File: src/shared/pdb_pkg.sv
/*
 * Constants and types shared by the dead-band inserter: register offsets,
 * field positions, reset values, generator action codes and decode selects.
 * Assumes a 32-bit APB with 12-bit byte addresses local to the PWM block.
 */
`default_nettype none

package pdb_pkg;

    // =========================================================================
    // Bus geometry
    localparam int unsigned PDB_ADDR_W = 12;
    localparam int unsigned PDB_DATA_W = 32;
    localparam int unsigned PDB_DELAY_W = 12;

    // =========================================================================
    // Register byte offsets
    localparam logic [11:0] PDB_CTRL_OFS = 12'h068;
    localparam logic [11:0] PDB_RISE_OFS = 12'h06c;
    localparam logic [11:0] PDB_FALL_OFS = 12'h070;

    // =========================================================================
    // Field positions and reset values
    localparam int unsigned PDB_ENABLE_BIT = 0;
    localparam logic PDB_ENABLE_RST = 1'b0;
    localparam logic [11:0] PDB_RISE_RST = 12'h000;
    localparam logic [11:0] PDB_FALL_RST = 12'h000;
    localparam logic [11:0] PDB_CNT_MAX = 12'hfff;
    localparam logic [11:0] PDB_HIGH_CNT_RST = 12'h000;
    localparam logic [11:0] PDB_LOW_CNT_RST = 12'hfff;
    localparam logic PDB_GEN_RST = 1'b0;

    // =========================================================================
    // Per-event generator actions
    typedef enum logic [1:0] {
        PDB_ACT_NONE = 2'b00,
        PDB_ACT_INVERT = 2'b01,
        PDB_ACT_LOW = 2'b10,
        PDB_ACT_HIGH = 2'b11
    } pdb_action_t;

    // =========================================================================
    // Register decode result
    typedef enum logic [1:0] {
        PDB_SEL_NONE,
        PDB_SEL_CTRL,
        PDB_SEL_RISE,
        PDB_SEL_FALL
    } pdb_sel_t;

endpackage

`default_nettype wire

File: src/pdb_dead_band.sv
/*
 * Dead-band inserter for one PWM generator pair, with its three registers
 * on an APB slave port and the two generator signals built from actions.
 * Assumes the action inputs and the APB master run on SYS_CLK_I.
 */
// Our own choice: the APB slave port.
// Behaviour
// RULE1: Disabled: A to first, B to second output
// RULE2: Enabled: input B ignored, both from A
// RULE3: First output delays rising edges of A
// RULE4: Second output delays falling edges of A
// RULE5: Control bit 0 enables insertion, resets 0
// RULE6: Rising delay field bits 11:0, resets 0
// RULE7: Falling delay field bits 11:0, resets 0
// RULE8: Disabled outputs ignore both delay registers
// RULE9: Rise delay beyond high pulse: no high
// RULE10: Fall delay beyond low pulse: no low
// RULE11: Software keeps pulses longer than delays
// RULE12: Reserved upper bits: read indeterminate, preserve
// RULE13: Generator actions: none, invert, low, high
// RULE14: Exact delay; opposite edge cancels pending edge
// RULE15: Zero delay adds only pipeline stage
`timescale 1ns/1ps
`default_nettype none

module pdb_dead_band
    import pdb_pkg::*;
(
    input wire logic SYS_CLK_I,
    input wire logic RESET_I,
    input wire logic PSEL_I,
    input wire logic PENABLE_I,
    input wire logic PWRITE_I,
    input wire logic [11:0] PADDR_I,
    input wire logic [31:0] PWDATA_I,
    output logic [31:0] PRDATA_O,
    output logic PREADY_O,
    output logic PSLVERR_O,
    input wire logic [1:0] GEN_INPUT_A_ACTION_I,
    input wire logic [1:0] GEN_INPUT_B_ACTION_I,
    output logic FIRST_OUTPUT_O,
    output logic SECOND_OUTPUT_O
);

    // =========================================================================
    // State
    typedef struct packed {
        logic enable;
        logic [11:0] rise_tick_count;
        logic [11:0] fall_tick_count;
        logic gen_a;
        logic gen_b;
        logic [11:0] high_cnt;
        logic [11:0] low_cnt;
        logic first_out;
        logic second_out;
        logic pready;
        logic pslverr;
        logic [31:0] prdata;
    } pdb_state_t;

    pdb_state_t s_q;
    pdb_state_t s_d;

    // =========================================================================
    // Helpers
    function automatic logic apply_action(input logic level, input logic [1:0] act);
        logic res;
        res = level;
        case (pdb_action_t'(act))
            PDB_ACT_NONE: res = level;
            PDB_ACT_INVERT: res = ~level;
            PDB_ACT_LOW: res = 1'b0;
            PDB_ACT_HIGH: res = 1'b1;
            default: res = level;
        endcase
        return res;
    endfunction

    // Saturation keeps a long steady input from wrapping back under the delay
    function automatic logic [11:0] sat_inc(input logic [11:0] cnt);
        logic [11:0] res;
        res = cnt;
        if (cnt != PDB_CNT_MAX) begin
            res = cnt + 12'h001;
        end
        return res;
    endfunction

    function automatic pdb_sel_t decode(input logic [11:0] addr);
        pdb_sel_t sel;
        sel = PDB_SEL_NONE;
        if (addr == PDB_CTRL_OFS) begin
            sel = PDB_SEL_CTRL;
        end else if (addr == PDB_RISE_OFS) begin
            sel = PDB_SEL_RISE;
        end else if (addr == PDB_FALL_OFS) begin
            sel = PDB_SEL_FALL;
        end
        return sel;
    endfunction

    logic apb_access;
    logic apb_answer;
    logic apb_commit;
    pdb_sel_t apb_sel;

    assign apb_access = PSEL_I & PENABLE_I;
    assign apb_answer = apb_access & ~s_q.pready;
    assign apb_commit = apb_access & s_q.pready;
    assign apb_sel = decode(PADDR_I);

    // =========================================================================
    // Next state
    always_comb begin
        s_d = s_q;
        s_d.gen_a = apply_action(s_q.gen_a, GEN_INPUT_A_ACTION_I); // RULE13
        s_d.gen_b = apply_action(s_q.gen_b, GEN_INPUT_B_ACTION_I); // RULE13

        // Run lengths of the current level of A; the other one restarts at zero
        s_d.high_cnt = s_q.gen_a ? sat_inc(s_q.high_cnt) : 12'h000; // RULE14
        s_d.low_cnt = s_q.gen_a ? 12'h000 : sat_inc(s_q.low_cnt); // RULE14

        if (s_q.enable) begin
            // A short pulse never reaches its count, so it is swallowed whole
            s_d.first_out = s_q.gen_a & (s_q.high_cnt >= s_q.rise_tick_count); // RULE2 RULE3 RULE9 RULE15
            s_d.second_out = s_q.gen_a | (s_q.low_cnt < s_q.fall_tick_count); // RULE2 RULE4 RULE10 RULE15
        end else begin
            s_d.first_out = s_q.gen_a; // RULE1 RULE8
            s_d.second_out = s_q.gen_b; // RULE1 RULE8
        end

        // One wait state: answer in the second access cycle, commit at its edge
        s_d.pready = apb_answer;
        s_d.pslverr = 1'b0;
        s_d.prdata = '0;
        if (apb_answer) begin
            case (apb_sel)
                PDB_SEL_CTRL: s_d.prdata = {31'h00000000, s_q.enable}; // RULE12
                PDB_SEL_RISE: s_d.prdata = {20'h00000, s_q.rise_tick_count}; // RULE12
                PDB_SEL_FALL: s_d.prdata = {20'h00000, s_q.fall_tick_count}; // RULE12
                default: s_d.pslverr = 1'b1;
            endcase
        end
        if (apb_commit & PWRITE_I) begin
            case (apb_sel)
                PDB_SEL_CTRL: s_d.enable = PWDATA_I[PDB_ENABLE_BIT]; // RULE5
                PDB_SEL_RISE: s_d.rise_tick_count = PWDATA_I[11:0]; // RULE6
                PDB_SEL_FALL: s_d.fall_tick_count = PWDATA_I[11:0]; // RULE7
                default: s_d.enable = s_q.enable;
            endcase
        end
    end

    // =========================================================================
    // Registers
    always_ff @(posedge SYS_CLK_I) begin
        if (RESET_I) begin
            s_q.enable <= PDB_ENABLE_RST; // RULE5
            s_q.rise_tick_count <= PDB_RISE_RST; // RULE6
            s_q.fall_tick_count <= PDB_FALL_RST; // RULE7
            s_q.gen_a <= PDB_GEN_RST;
            s_q.gen_b <= PDB_GEN_RST;
            s_q.high_cnt <= PDB_HIGH_CNT_RST;
            // Starts saturated so the second output does not glitch high
            s_q.low_cnt <= PDB_LOW_CNT_RST;
            s_q.first_out <= 1'b0;
            s_q.second_out <= 1'b0;
            s_q.pready <= 1'b0;
            s_q.pslverr <= 1'b0;
            s_q.prdata <= '0;
        end else begin
            s_q <= s_d;
        end
    end

    assign PRDATA_O = s_q.prdata;
    assign PREADY_O = s_q.pready;
    assign PSLVERR_O = s_q.pslverr;
    assign FIRST_OUTPUT_O = s_q.first_out;
    assign SECOND_OUTPUT_O = s_q.second_out;
endmodule

`default_nettype wire

File: config.mk
export PLATFORM = sky130hd
export DESIGN_NAME = pdb_dead_band
export DESIGN_NICKNAME = d
export VERILOG_FILES = /design/src/shared/pdb_pkg.sv /design/src/pdb_dead_band.sv
export SDC_FILE = /design/constraint.sdc
export NUM_CORES = 1
export LEC_CHECK = 0
export BUFFER_PORTS_ARGS = -buffer_cell sky130_fd_sc_hd__clkbuf_2
export CAP_MARGIN = 10
export CORE_MARGIN = 3
export CORE_UTILIZATION = 53
export DETAILED_ROUTE_END_ITERATION = 10
export PLACE_DENSITY = 0.86
export SLEW_MARGIN = 0
export SYNTH_ARGS = -nofsm -noshare
export SYNTH_HDL_FRONTEND = slang
export SYNTH_SLANG_ARGS = --single-unit
File: constraint.sdc
create_clock -name SYS_CLK_I -period 2.3 [get_ports SYS_CLK_I]
set_clock_uncertainty 0.2 [all_clocks]
set_input_delay 0.345 -clock SYS_CLK_I [delete_from_list [all_inputs] [get_ports SYS_CLK_I]]
set_output_delay 0.345 -clock SYS_CLK_I [all_outputs]
set_load 0.02 [all_outputs]
==> impl_results.md <==
* Outcome: finished clean
* Layout cells sized above 1 at 18.94%
* Cell area after layout at 3904 um2
* DRC at 0
* Syn_area_per_cell at 9.182 um2
* RSZ-0062 raised after global routing: no
* NetSw at 0.6779 mW
* Row count at 29
* # port buffers at 48
* Total die area at 7778 um2
* CTS Sinks at 67
* Hold Fails Final Rpt at 0
* Worst Tran Pin Value at 0.5652 ns
* Multi-input gate area at 1874 um2
* Part of the power in combinational logic at 12.4%
* Top FF cell, synth: dfxtp_1
* H-tree levels at 3
* Post-synth EDFFs at 0
* Total Routing Usage GR at 20.04%
* Max clock buf depth at 2
* CTS Buf Count at 9
* Min-delay worst type: input port to flop
* Avg WL per Cell at 14.39 um
* N_diodes at 0
* Cell Area, Synth at 3581 um2
* CTS Hold Buffers Added at 0
* Initial antenna violation count at 0
* Die Wd at 88.20 um
* Critical path class: flop to flop
* Cell count after synthesis at 390
* Final slew viol count at 0
* Post-CTS Setup Inserts at 0
* Dpl hpwl at 5493 um
* Sw Ratio at 25.79%
* CP max stage delay at 0.50 ns
* Grt ovf at 0
* First-pass GRT wire length at 12120 um
* Clk pwr share at 39.8%
* Fillers at 546
* Minimum clock period at 2.127 ns
* Synth cell types at 49
* CTS tree: built
* Max-Cap Viols at 0
* Storage cell area at 1341 um2
* Synth Register Bits at 67
* Sequential fraction of the synthesis area at 37.46%
* Root buffer cell: clkbuf_8
* DR vias/cell at 5.375
* Die Height at 88.20 um
* Final number of setup-violating endpoints at 0
* Pwr dens at 673.3 nW/um2
* Worst skew pair latency at 0.34 ns
* Syn. warnings at 0
* Critical path data arrival time at 2.18 ns
* RePlAce Congestion at 0.8750
* Antenna-violating nets left at 0
* Crit-path cells: inv_1 -> ha_1 -> a21oi_1 -> o21ai_0 -> nor4b_1 -> o211ai_1 -> o211ai_1
* Final wirelength at 7341 um
* Crit path max fanout at 3
* Detailed Route Iter0 Violations at 158
* Share of synthesized registers carrying an async set or reset at 0%
* Seq pwr share at 47.8%
* Vias in the first global route at 2537
* DR pass1 iterations at 4
* CP required at 2.35 ns
* Initial Utilization at 55.44%
* FMAX at 470.2 MHz
* Post-Place Cell Area at 3695 um2
* Largest net degree at the start of global routing at 40
* Post-CTS Resized at 0
* Vias at 2741
* Synth-to-layout area growth at 9.015%
* Rel. slew slack at 61.79%
* Most used cell, CP: o211ai_1
* NumNets Final at 506
* CP Launch Type: flop
* Max VDD drop at 383.3 uV
* Int Pwr at 1.950 mW
* Leakage dissipation at 1.558 nW
* Core area at 6459 um2
* Fin Setup TNS at 0 ns
* Ports at 89
* Final period util at 92.47%
* Slowest CP cell: nor4b_1
* CP Capture Type: flop
* Clk slew on worst S/H paths at 0.07 ns
critical path: cells and delay by family (launching register included):
family	cells	cell delay [ns]
adder cells (fa/ha/maj)	1	0.28
buffers and inverters	1	0.05
AO/OA/AOI/OAI	4	0.64
flip-flops	1	0.36
AND/OR/NAND/NOR	1	0.50
logic make-up after synthesis:
logic type	after synthesis	synth area share, %
xor+xnor	15	3.669
fa+ha+maj	25	8.735
mux	30	8.456
simple gates	122	18.03
buf+inv	72	12.19
compound gates	58	11.36
flops	67	37.46
other cells	1	0.1047
per-layer routing:
layer / share of wire (%) / wire (um) / global-route usage, % / up-vias
li1: - / - / - / 1369
met1: 44 / 3225 / 27.04 / 1274
met2: 49 / 3572 / 30.93 / 85
met5: 0 / 0 / 0 / -
met3: 5.6 / 410 / 5.268 / 13
met4: 1.8 / 133 / 7.143 / 0
cells in the mapped netlist (2+ instances only):
library cell	number	share of area (%)
a21oi_1	12	1.7
inv_1	26	2.7
o21bai_1	10	2.1
a41oi_1	2	0.49
nand2_2	2	0.35
a211oi_1	5	1.0
or2_2	3	0.52
o2111ai_1	2	0.49
nor2b_1	2	0.35
buf_2	5	0.70
nor3_1	5	0.70
nor2_1	55	5.8
dfxtp_1	67	37
nor3_4	2	0.91
nand4_1	7	1.2
xnor2_1	9	2.2
o21ai_0	4	0.56
mux2i_1	28	7.8
a31oi_1	2	0.35
nand3_1	8	1.1
and3_1	5	0.87
clkbuf_1	6	0.63
or3_1	2	0.35
nand2_1	15	1.6
and4_1	2	0.49
a21o_1	2	0.42
nor3b_1	2	0.42
nand2b_1	5	0.87
ha_1	25	8.7
xor2_1	6	1.5
mux2_2	2	0.63
a22oi_1	12	2.5
o211ai_1	2	0.42
buf_12	2	1.1
buf_4	32	6.7
stage by stage:
| stage | std cells | hold WS [ns] | worst slack, ns | total power [mW] | util (%) |
|---|---|---|---|---|---|
| 5_1_grt | 510 | 0.05460 | 0.04488 | 2.756 | 60.44 |
| 6_report | 510 | 0.05784 | 0.1731 | 2.628 | 60.44 |
| 2_1_floorplan | 409 | 0.2803 | 0.4315 | 1.534 | - |
| 4_1_cts | 510 | 0.05160 | 0.2034 | 2.636 | 60.44 |
| 3_5_place_dp | 494 | 0.3185 | 0.2354 | 1.603 | 57.21 |
| 3_3_place_gp | 494 | 0.2998 | 0.2631 | 1.584 | 57.21 |
final cells by class:
| cell class | count | area share, % |
|---|---|---|
| Clock buffer | 11 | 3.365 |
| Clock inverter | 5 | 1.987 |
| Inverter | 26 | 2.500 |
| Multi-Input combinational cell | 270 | 48.01 |
| Sequential cell | 67 | 34.36 |
| Tap cell | 77 | 2.468 |
| Timing Repair Buffer | 54 | 7.308 |
final timing paths:
path	endpoint	startpoint	slack (ns)	cells past startpoint
min reg2reg	s_q[65]$_SDFFE_PP0P_	s_q[65]$_SDFFE_PP0P_	0.34	2
max	SECOND_OUTPUT_O$_SDFF_PP0_	s_q[71]$_SDFFE_PP0P_	0.17	7
max reg2reg	SECOND_OUTPUT_O$_SDFF_PP0_	s_q[71]$_SDFFE_PP0P_	0.17	7
min	s_q[60]$_SDFFE_PP0P_	GEN_INPUT_B_ACTION_I[0]	0.06	3
flip-flops by register name (all words and copies together), names as in the netlist:
name / cells
PSLVERR_O: 1
SECOND_OUTPUT_O: 1
s_q: 51
PREADY_O: 1
FIRST_OUTPUT_O: 1
PRDATA_O: 12
cells in the final DEF, fill, tap and decap left out, types with 3 or more instances in the layout:
cell type and instances:
conb_1 20, nand4_1 7, o21bai_1 10, inv_1 26, or2_2 3, nand2b_1 5, nor2_1 55, a22oi_1 12
buf_4 6, xnor2_1 9, mux2i_1 28, nand3_1 8, ha_1 25, o21ai_0 4, nor3_1 5, clkbuf_2 48
a21oi_1 12, and3_1 5, clkbuf_8 9, nand2_1 15, xor2_1 6, a211oi_1 5, dfxtp_1 67
power groups by stage:
stage	Clock, mW	Combinational [mW]	Sequential [mW]
after global placement	0	0.306	1.28
after detailed placement	0	0.323	1.28
final	1.05	0.326	1.26
after CTS	1.06	0.326	1.25
after floorplan	0	0.263	1.27
after global routing	1.12	0.373	1.26
(Power assumes the default switching activity.)
